===== src/hw/ubk_pkg.sv =====
// Constants, types and register map of the break-capable serial port.
// Behaviour
// RL1: Break frame is a start bit, twelve zero bits, then one stop bit.
// RL2: Software sets break request and transmit enable before writing the holding register.
// RL3: A requested break begins only after a holding register write.
// RL4: The triggering byte is discarded; every break data bit is zero.
// RL5: Hardware clears the break request after the break stop bit is sent.
// RL6: The next byte is accepted during a break and sent normally afterwards.
// RL7: Shift register empty shows active or idle during a break as normally.
// RL8: A bus master header writes a dummy byte, then the sync pattern.
// RL9: Buffer empty flag sets when holding empties; software writes only then.
// RL10: A received break sets complete and framing error flags, data reads zero.
// RL11: Wake on break waits two line transitions, flags, then receives normally.
// RL12: Software should enable auto baud after a break, possibly before sleep.
// RL13: A break never aborts a character already being shifted out.
package ubk_pkg;
  localparam logic [4:0] TXCTL_OFS = 5'h00;
  localparam logic [4:0] TXDATA_OFS = 5'h04;
  localparam logic [4:0] RXCTL_OFS = 5'h08;
  localparam logic [4:0] RXDATA_OFS = 5'h0c;
  localparam logic [4:0] BAUD_OFS = 5'h10;
  localparam int TX_EN_BIT = 0;
  localparam int BRK_REQ_BIT = 1;
  localparam int SHIFT_EMPTY_BIT = 2;
  localparam int TXBE_BIT = 3;
  localparam int RXEN_BIT = 0;
  localparam int RXDONE_BIT = 1;
  localparam int FRAME_ERR_BIT = 2;
  localparam int WAKE_BIT = 16;
  localparam int ABD_BIT = 17;
  localparam logic [15:0] BAUD_DIV_RST = 16'h0010;
  localparam logic [3:0] CHAR_LAST = 4'h7;
  localparam logic [3:0] BRK_LAST = 4'hb;
  typedef enum logic [3:0] {
    TX_IDLE = 4'h1, TX_START = 4'h2, TX_DATA = 4'h4, TX_STOP = 4'h8
  } ubk_tx_state_t;
  typedef enum logic [3:0] {
    RX_IDLE = 4'h1, RX_START = 4'h2, RX_DATA = 4'h4, RX_STOP = 4'h8
  } ubk_rx_state_t;
  typedef struct packed {
    logic wake_en;
    logic abd_en;
    logic [15:0] div;
  } ubk_baud_t;
endpackage


===== src/hw/ubk_uart_break.sv =====
// Serial port with break transmit and break receive, Avalon-MM register slave.
`timescale 1ns/100ps
module ubk_uart_break (
  // Clock and reset
  input wire logic CLK,
  input wire logic RST_B,
  // Avalon-MM slave
  input wire logic [4:0] AVS_ADDRESS,
  input wire logic AVS_READ,
  input wire logic AVS_WRITE,
  input wire logic [3:0] AVS_BYTEENABLE,
  input wire logic [31:0] AVS_WRITEDATA,
  output logic [31:0] AVS_READDATA,
  output logic AVS_WAITREQUEST,
  // Serial line
  input wire logic RX_LINE,
  output logic TX_LINE
);
  import ubk_pkg::*;

  logic ack_reg;
  logic [31:0] rdata_reg;
  logic tx_en_reg, brk_req_reg, rxen_reg;
  ubk_baud_t baud_reg;
  logic [7:0] hold_reg;
  logic hold_full_reg;
  ubk_tx_state_t tx_state, tx_state_next;
  logic [15:0] tx_cnt_reg, tx_cnt_next;
  logic [3:0] tx_idx_reg, tx_idx_next;
  logic [7:0] tx_shift_reg, tx_shift_next;
  logic brk_reg, brk_next;
  logic tx_line_reg;
  logic rx_s1_reg, rx_s2_reg, rx_s3_reg;
  ubk_rx_state_t rx_state;
  logic [15:0] rx_cnt_reg;
  logic [2:0] rx_idx_reg;
  logic [7:0] rx_shift_reg, rx_data_reg;
  logic rx_done_reg, frame_err_reg, wake_edge_reg;

  // A zero divisor would stall the bit timer, so it is treated as one.
  function automatic logic [15:0] reload(input logic [15:0] div);
    reload = (div == 16'h0000) ? 16'h0000 : div - 16'h0001;
  endfunction

  // One wait state: the request is registered, then answered.
  wire req = AVS_READ | AVS_WRITE;
  wire acc_wr = ack_reg & AVS_WRITE;
  wire acc_rd = ack_reg & AVS_READ;
  wire txctl_wr = acc_wr & (AVS_ADDRESS == TXCTL_OFS) & AVS_BYTEENABLE[0];
  wire rxctl_wr = acc_wr & (AVS_ADDRESS == RXCTL_OFS) & AVS_BYTEENABLE[0];
  wire baud_lo_wr = acc_wr & (AVS_ADDRESS == BAUD_OFS) & AVS_BYTEENABLE[0];
  wire baud_mid_wr = acc_wr & (AVS_ADDRESS == BAUD_OFS) & AVS_BYTEENABLE[1];
  wire baud_hi_wr = acc_wr & (AVS_ADDRESS == BAUD_OFS) & AVS_BYTEENABLE[2];
  wire rxdata_rd = acc_rd & (AVS_ADDRESS == RXDATA_OFS);
  // Writes while the holding register is full are dropped.
  wire hold_wr = acc_wr & (AVS_ADDRESS == TXDATA_OFS) & AVS_BYTEENABLE[0] & ~hold_full_reg;
  wire tx_idle = (tx_state == TX_IDLE);
  wire tx_bit_end = (tx_cnt_reg == 16'h0000);
  wire tx_load = tx_idle & tx_en_reg & hold_full_reg;
  wire brk_stop_end = (tx_state == TX_STOP) & tx_bit_end & brk_reg;
  wire rx_bit_end = (rx_cnt_reg == 16'h0000);
  wire rx_fall = rx_s3_reg & ~rx_s2_reg;
  wire rx_edge = rx_s3_reg ^ rx_s2_reg;
  wire wake_hit = (rx_state == RX_IDLE) & baud_reg.wake_en & rx_edge & wake_edge_reg;
  wire stop_end = (rx_state == RX_STOP) & rx_bit_end;

  // RL7: idle status bit
  wire [31:0] txctl_rd = {28'h0000000, ~hold_full_reg, tx_idle, brk_req_reg, tx_en_reg};
  wire [31:0] rxctl_rd = {29'h00000000, frame_err_reg, rx_done_reg, rxen_reg};
  wire [31:0] baud_rd = {14'h0000, baud_reg.abd_en, baud_reg.wake_en, baud_reg.div};
  wire [31:0] rd_mux = (AVS_ADDRESS == TXCTL_OFS) ? txctl_rd :
                       (AVS_ADDRESS == RXCTL_OFS) ? rxctl_rd :
                       (AVS_ADDRESS == RXDATA_OFS) ? {24'h000000, rx_data_reg} :
                       (AVS_ADDRESS == BAUD_OFS) ? baud_rd : 32'h00000000;

  assign AVS_WAITREQUEST = req & ~ack_reg;
  assign AVS_READDATA = rdata_reg;
  assign TX_LINE = tx_line_reg;

  always_ff @(posedge CLK) begin
    if (!RST_B) begin
      ack_reg <= 1'b0;
      rdata_reg <= 32'h00000000;
    end else begin
      ack_reg <= req & ~ack_reg;
      rdata_reg <= (req & ~ack_reg) ? rd_mux : rdata_reg;
    end
  end

  // Software writes win over the hardware clear of the break request.
  always_ff @(posedge CLK) begin
    if (!RST_B) begin
      tx_en_reg <= 1'b0;
      brk_req_reg <= 1'b0;
      rxen_reg <= 1'b0;
      baud_reg <= '{wake_en: 1'b0, abd_en: 1'b0, div: BAUD_DIV_RST};
    end else begin
      if (txctl_wr) begin
        tx_en_reg <= AVS_WRITEDATA[TX_EN_BIT];
        brk_req_reg <= AVS_WRITEDATA[BRK_REQ_BIT];
      // RL5: auto clear
      end else if (brk_stop_end) begin
        brk_req_reg <= 1'b0;
      end
      if (rxctl_wr) begin
        rxen_reg <= AVS_WRITEDATA[RXEN_BIT];
      end
      if (baud_lo_wr) begin
        baud_reg.div[7:0] <= AVS_WRITEDATA[7:0];
      end
      if (baud_mid_wr) begin
        baud_reg.div[15:8] <= AVS_WRITEDATA[15:8];
      end
      if (baud_hi_wr) begin
        baud_reg.wake_en <= AVS_WRITEDATA[WAKE_BIT];
        baud_reg.abd_en <= AVS_WRITEDATA[ABD_BIT];
      // RL11: wake ends
      end else if (wake_hit) begin
        baud_reg.wake_en <= 1'b0;
      end
    end
  end

  // RL6: buffer during break
  always_ff @(posedge CLK) begin
    if (!RST_B) begin
      hold_full_reg <= 1'b0;
      hold_reg <= 8'h00;
    end else if (hold_wr) begin
      hold_full_reg <= 1'b1;
      hold_reg <= AVS_WRITEDATA[7:0];
    // RL9: empty flag
    end else if (tx_load) begin
      hold_full_reg <= 1'b0;
    end
  end

  always_comb begin
    tx_state_next = tx_state;
    tx_cnt_next = tx_bit_end ? reload(baud_reg.div) : tx_cnt_reg - 16'h0001;
    tx_idx_next = tx_idx_reg;
    tx_shift_next = tx_shift_reg;
    brk_next = brk_reg;
    unique case (tx_state)
      TX_IDLE: begin
        tx_cnt_next = reload(baud_reg.div);
        // RL3: start on write
        // RL13: only when idle
        if (tx_load) begin
          tx_state_next = TX_START;
          brk_next = brk_req_reg;
          // RL4: byte discarded
          tx_shift_next = brk_req_reg ? 8'h00 : hold_reg;
        end
      end
      TX_START: begin
        if (tx_bit_end) begin
          tx_state_next = TX_DATA;
          tx_idx_next = 4'h0;
        end
      end
      TX_DATA: begin
        if (tx_bit_end) begin
          tx_shift_next = {1'b0, tx_shift_reg[7:1]};
          tx_idx_next = tx_idx_reg + 4'h1;
          // RL1: twelve zeros
          if (tx_idx_reg == (brk_reg ? BRK_LAST : CHAR_LAST)) begin
            tx_state_next = TX_STOP;
          end
        end
      end
      TX_STOP: begin
        if (tx_bit_end) begin
          tx_state_next = TX_IDLE;
        end
      end
    endcase
  end

  always_ff @(posedge CLK) begin
    if (!RST_B) begin
      tx_state <= TX_IDLE;
      tx_cnt_reg <= 16'h0000;
      tx_idx_reg <= 4'h0;
      tx_shift_reg <= 8'h00;
      brk_reg <= 1'b0;
      tx_line_reg <= 1'b1;
    end else begin
      tx_state <= tx_state_next;
      tx_cnt_reg <= tx_cnt_next;
      tx_idx_reg <= tx_idx_next;
      tx_shift_reg <= tx_shift_next;
      brk_reg <= brk_next;
      tx_line_reg <= (tx_state_next == TX_START) ? 1'b0 :
                     (tx_state_next == TX_DATA) ? tx_shift_next[0] : 1'b1;
    end
  end

  always_ff @(posedge CLK) begin
    if (!RST_B) begin
      rx_s1_reg <= 1'b1;
      rx_s2_reg <= 1'b1;
      rx_s3_reg <= 1'b1;
    end else begin
      rx_s1_reg <= RX_LINE;
      rx_s2_reg <= rx_s1_reg;
      rx_s3_reg <= rx_s2_reg;
    end
  end

  // A break is just a character whose stop bit samples low, so it lands as zero data
  // with a framing error; the receiver then needs a fresh falling edge to restart.
  always_ff @(posedge CLK) begin
    if (!RST_B) begin
      rx_state <= RX_IDLE;
      rx_cnt_reg <= 16'h0000;
      rx_idx_reg <= 3'h0;
      rx_shift_reg <= 8'h00;
      rx_data_reg <= 8'h00;
      rx_done_reg <= 1'b0;
      frame_err_reg <= 1'b0;
      wake_edge_reg <= 1'b0;
    end else begin
      rx_cnt_reg <= rx_bit_end ? reload(baud_reg.div) : rx_cnt_reg - 16'h0001;
      // A new completion wins over the clear caused by reading the data.
      if (stop_end | wake_hit) begin
        rx_done_reg <= 1'b1;
      end else if (rxdata_rd) begin
        rx_done_reg <= 1'b0;
      end
      unique case (rx_state)
        RX_IDLE: begin
          rx_cnt_reg <= {1'b0, baud_reg.div[15:1]};
          // RL11: count edges
          if (baud_reg.wake_en) begin
            wake_edge_reg <= rx_edge ? ~wake_edge_reg : wake_edge_reg;
          end else begin
            wake_edge_reg <= 1'b0;
            if (rxen_reg & rx_fall) begin
              rx_state <= RX_START;
            end
          end
        end
        RX_START: begin
          if (rx_bit_end) begin
            rx_state <= rx_s2_reg ? RX_IDLE : RX_DATA;
            rx_idx_reg <= 3'h0;
          end
        end
        RX_DATA: begin
          if (rx_bit_end) begin
            rx_shift_reg <= {rx_s2_reg, rx_shift_reg[7:1]};
            rx_idx_reg <= rx_idx_reg + 3'h1;
            if (rx_idx_reg == CHAR_LAST[2:0]) begin
              rx_state <= RX_STOP;
            end
          end
        end
        RX_STOP: begin
          // RL10: break reported
          if (rx_bit_end) begin
            rx_data_reg <= rx_shift_reg;
            frame_err_reg <= ~rx_s2_reg;
            rx_state <= RX_IDLE;
          end
        end
      endcase
    end
  end
endmodule


===== config.mk =====
export PLATFORM = sky130hd
export DESIGN_NAME = ubk_uart_break
export DESIGN_NICKNAME = d
export VERILOG_FILES = /design/src/hw/ubk_pkg.sv /design/src/hw/ubk_uart_break.sv
export SDC_FILE = /design/constraint.sdc
export NUM_CORES = 1
export LEC_CHECK = 0
export BUFFER_PORTS_ARGS = -buffer_cell sky130_fd_sc_hd__buf_2
export CAP_MARGIN = 20
export CORE_MARGIN = 2
export CORE_UTILIZATION = 60
export CTS_CLUSTER_SIZE = 40
export DETAILED_ROUTE_END_ITERATION = 12
export PLACE_DENSITY = 0.82
export SLEW_MARGIN = 15
export SYNTH_ARGS = -nofsm -noshare
export SYNTH_HDL_FRONTEND = slang
export SYNTH_SLANG_ARGS = --single-unit

===== constraint.sdc =====
create_clock -name CLK -period 7.85 [get_ports CLK]
set_clock_uncertainty 0.1 [all_clocks]
set_input_delay 1.57 -clock CLK [delete_from_list [all_inputs] [get_ports CLK]]
set_output_delay 1.57 -clock CLK [all_outputs]
set_load 0.05 [all_outputs]

== Word-level counts from Yosys, hierarchy flattened ==
Index checks and enable logic that the tools add are counted.

* Add/sub/neg operators: 5
* Equality and inequality tests: 26
* Mux-type cells: 46
* Bitwise logic cells: 33
* Reduce and logical (&&, ||, !) cells: 20

{| class="wikitable"
|+ Operator list
! cell !! number
|-
| two-way mux 18 bit || 4
|-
| two-way mux 16 bit || 4
|-
| two-way mux 4 bit || 14
|-
| zero test 16 bit || 3
|-
| subtractor 16 x 1 -> 16 bit (second input constant) || 3
|-
| one-hot mux 4 bit (4 select lines) || 2
|-
| bitwise AND 1 bit || 25
|-
| two-way mux 8 bit || 3
|-
| one-hot mux 8 bit (2 select lines) || 1
|-
| two-way mux 15 bit || 1
|-
| != test 2 bit (second input constant) || 7
|-
| nonzero test 2 bit || 7
|-
| == test 4 x 2 -> 1 bit (second input constant) || 3
|-
| == test 4 x 3 -> 1 bit (second input constant) || 3
|-
| two-way mux 1 bit || 12
|-
| == test 5 x 4 -> 1 bit (second input constant) || 2
|-
| two-way mux 3 bit || 3
|-
| AND reduction 3 bit || 3
|-
| == test 4 x 1 -> 1 bit (second input constant) || 2
|-
| == test 4 bit (second input constant) || 2
|-
| one-hot mux 4 bit (2 select lines) || 1
|-
| AND reduction 2 bit || 4
|-
| != test 2 x 1 -> 1 bit (second input constant) || 3
|-
| one-hot mux 3 bit (2 select lines) || 1
|-
| other kinds (12) || 17
|}

* Flip-flop bits (word level): 142
* Input port bits: 46
* Output and inout port bits: 34

== Depth between registers and ports, before layout ==
* Depth in word-level cells: 8
* Mapped depth: 10

== Least setup slack after synthesis ==
No wires, ideal clock.

* Kind: input-to-output
* Start: input AVS_WRITE
* End: output AVS_WAITREQUEST
* Arrival: 2.644 ns
* Data required time: 6.180 ns
* Path slack: 3.536 ns
* Stages: 4
* Path buffers: 1
* Path through: nor2_1 -> or2_2 -> clkinv_1 -> clkbuf_1

* Cells in the longest elaborated chain, start to end: 2

{| class="wikitable"
|+ Ends and longest elaborated chain
! what !! RTL line !! text
|-
| from (decl) || ubk_uart_break.sv:10 || <nowiki>input wire logic AVS_WRITE,</nowiki>
|-
| bitwise OR 1 bit || ubk_uart_break.sv:46 || <nowiki>wire req = AVS_READ | AVS_WRITE;</nowiki>
|-
| bitwise AND 1 bit || ubk_uart_break.sv:76 || <nowiki>assign AVS_WAITREQUEST = req & ~ack_reg;</nowiki>
|-
| to (decl) || ubk_uart_break.sv:14 || <nowiki>output logic AVS_WAITREQUEST,</nowiki>
|}

Every way passes these cells.

== Final worst setup path ==
Ends and elaborated chain as after synthesis.

==> impl_metrics.yaml <==
status:
  status: "finished, final reports clean"
critical_path:
  crit_type: "input pin to primary output"
  cp_max_fo: 20
  arrival_ps: 3210
  cp-end-kind: "primary output"
  cp.required_ps: 6180
  cp-start-kind: "input pin"
clock_network:
  clockBufferDepth: 2
  cts_setup_buffers: 0
  ctsResizeCount: 0
  cts_buffers: 17
  ctsHoldBuffers: 0
  cts_sinks: 128
  cts_tree: "yes"
  insertion_delay_ps: 530
  clock-root-buffer: "clkbuf_8"
  htree_levels: 4
  path_clk_slew_ps: 60
timing:
  rsz0062_at_grt: "false"
  setup_violations: 0
  fmax_mhz: 205
  slew_headroom: 0.297
  tightest_slew_ps: 1050
  slew_viol_final: 0
  min_period_ps: 4880
  worst_slack_ps: 2970
  fin_tns_setup_ps: 0
  hold_viol: 0
  final.period_utilization: 0.622
yosys:
  synth-warning-count: 0
  synth_edf_count: 0
  synthCells: 739
  synth.distinct_cells: 62
  syn_area_per_cell_um2: 8.36
  async_flop_share: 0
  netlist_area_um2: 6180
  synth_ff_type: "dfxtp_1"
  ys_ff_latch: 128
  seq_area_frac_synth: 0.415
place:
  routabilityCongestion: 0.965
  port-buffer-count: 50
  dp_hpwl_um: 10600
  dp_slack_ps: 2940
run:
  drv_cap: 0
drt:
  dr.pass1.iters: 8
  vias: 5691
  avgRoutedWirePerCell_um: 17.5
  dr.first_iter.drc_count: 575
  ant_nets: 0
  viasPerCell: 6.21
  drcViolationCount: 0
  routed_wl_um: 16100
global_route:
  grt_pass1_vias: 5300
  track_usage: 0.295
  grt_pass1_wl_um: 25900
  grt_max_degree: 102
  overflow: 0
  antenna_found_initial: 0
hold_path:
  min-delay-path-class: "register to register"
floorplan:
  core_um2: 10100
  row_count: 37
  dieArea_um2: 11100
  io_pins: 80
  die_x_um: 105
  die-height_um: 105
  start_util: 0.610
power:
  leakagePower_nw: 2.91
  peakVddDrop_v: 0.000207
  p_per_area_nw_per_um2: 245
layout:
  final_nets: 820
  final_common_cell: "dfxtp_1"
  final_cell_mix: "dfxtp_1, nor2_1, nand2_1"
  seq_area_um2: 2560
  syn_to_final_growth_pct: 12.9
  antenna_cells: 0
  layout-drive-gt1-share: 0.133
  multi_input_area_um2: 3340
  fillCellCount: 750
[worst max-delay path, cell delays in order]
cell      delay, ps
buf_2           150
nor2_1          110
or2_2           380
clkinv_1        590
buf_2           410
[metal layers]
metal	track usage	up-vias	routed length, um	part of all wire
li1	-	2663	-	-
met4	0.133	0	340	0.021
met1	0.368	2700	6590	0.41
met2	0.485	295	7840	0.49
met5	0	-	0	0
met3	0.0668	33	1290	0.080
[report_power, final]
part / switching, mW / internal (mW) / total, mW
clock network: 0.306 / 0.442 / 0.748
registers: 0.0228 / 0.671 / 0.693
logic: 0.175 / 0.0893 / 0.264
[synthesized netlist by cell type, types with 5 or more instances]
library cell  instances  area, um^2
a211oi_1             18         135
a21oi_1              44         220
a221oi_1              7        61.3
a222oi_1              7        70.1
a31oi_1               5        31.3
and3_1                5        31.3
buf_4                15         113
clkbuf_1             38         143
dfxtp_1             128        2560
ha_1                  7        87.6
inv_1                11        41.3
mux2i_1              45         450
nand2_1              68         255
nand3_1              20         100
nand4_1              11        68.8
nor2_1              120         450
nor2b_1               6        37.5
nor3_1               29         145
nor3b_1               5        37.5
nor4_1                8        50.1
o211ai_1              7        52.6
o21ai_0              24         120
or3_1                 6        37.5
xnor2_1              20         175
xor2_1               14         123
[per-stage QoR]
stage | cell area, um^2 | cells | utilization | hold WS, ps | power (mW)
finish | 6970 | 916 | 0.688 | 346 | 1.71
global route | 6970 | 916 | 0.688 | 354 | 1.76
CTS | 6960 | 915 | 0.687 | 350 | 1.70
detailed placement | 6390 | 883 | 0.631 | 299 | 0.961
global placement | 6380 | 882 | 0.630 | 292 | 0.951
floorplan | 6230 | 752 | - | 286 | 0.911
[worst paths after layout]
check	startpoint	cells after the start	slack [ps]	end
worst min-delay path	AVS_READDATA[16]	2	350	AVS_READDATA[16]
worst max register to register	baud_rd[2]	6	4700	rx_cnt_reg[8]
worst min register to register	AVS_READDATA[16]	2	350	AVS_READDATA[16]
worst max-delay path	AVS_WRITE	5	2970	AVS_WAITREQUEST
[logic make-up (layout without fill, tap and decap cells)]
family / Yosys count / count (layout) / share of synthesized area
AO/OA/AOI/OAI: 141 / 141 / 0.152
XOR/XNOR: 34 / 34 / 0.0482
adder cells (fa/ha/maj): 7 / 7 / 0.0142
buffers and inverters: 70 / 98 / 0.0535
flip-flops: 128 / 128 / 0.415
multiplexers: 45 / 45 / 0.0729
other: 1 / 14 / 0.000607
AND/OR/NAND/NOR: 313 / 313 / 0.244
[cell type report]
| type | count | area share |
|---|---|---|
| Inverter | 12 | 0.00646 |
| Tap cell | 136 | 0.0244 |
| Timing Repair Buffer | 54 | 0.0407 |
| Multi-Input combinational cell | 554 | 0.479 |
| Sequential cell | 128 | 0.367 |
| Clock buffer | 19 | 0.0633 |
| Clock inverter | 13 | 0.0185 |
(Power assumes the default switching activity.)
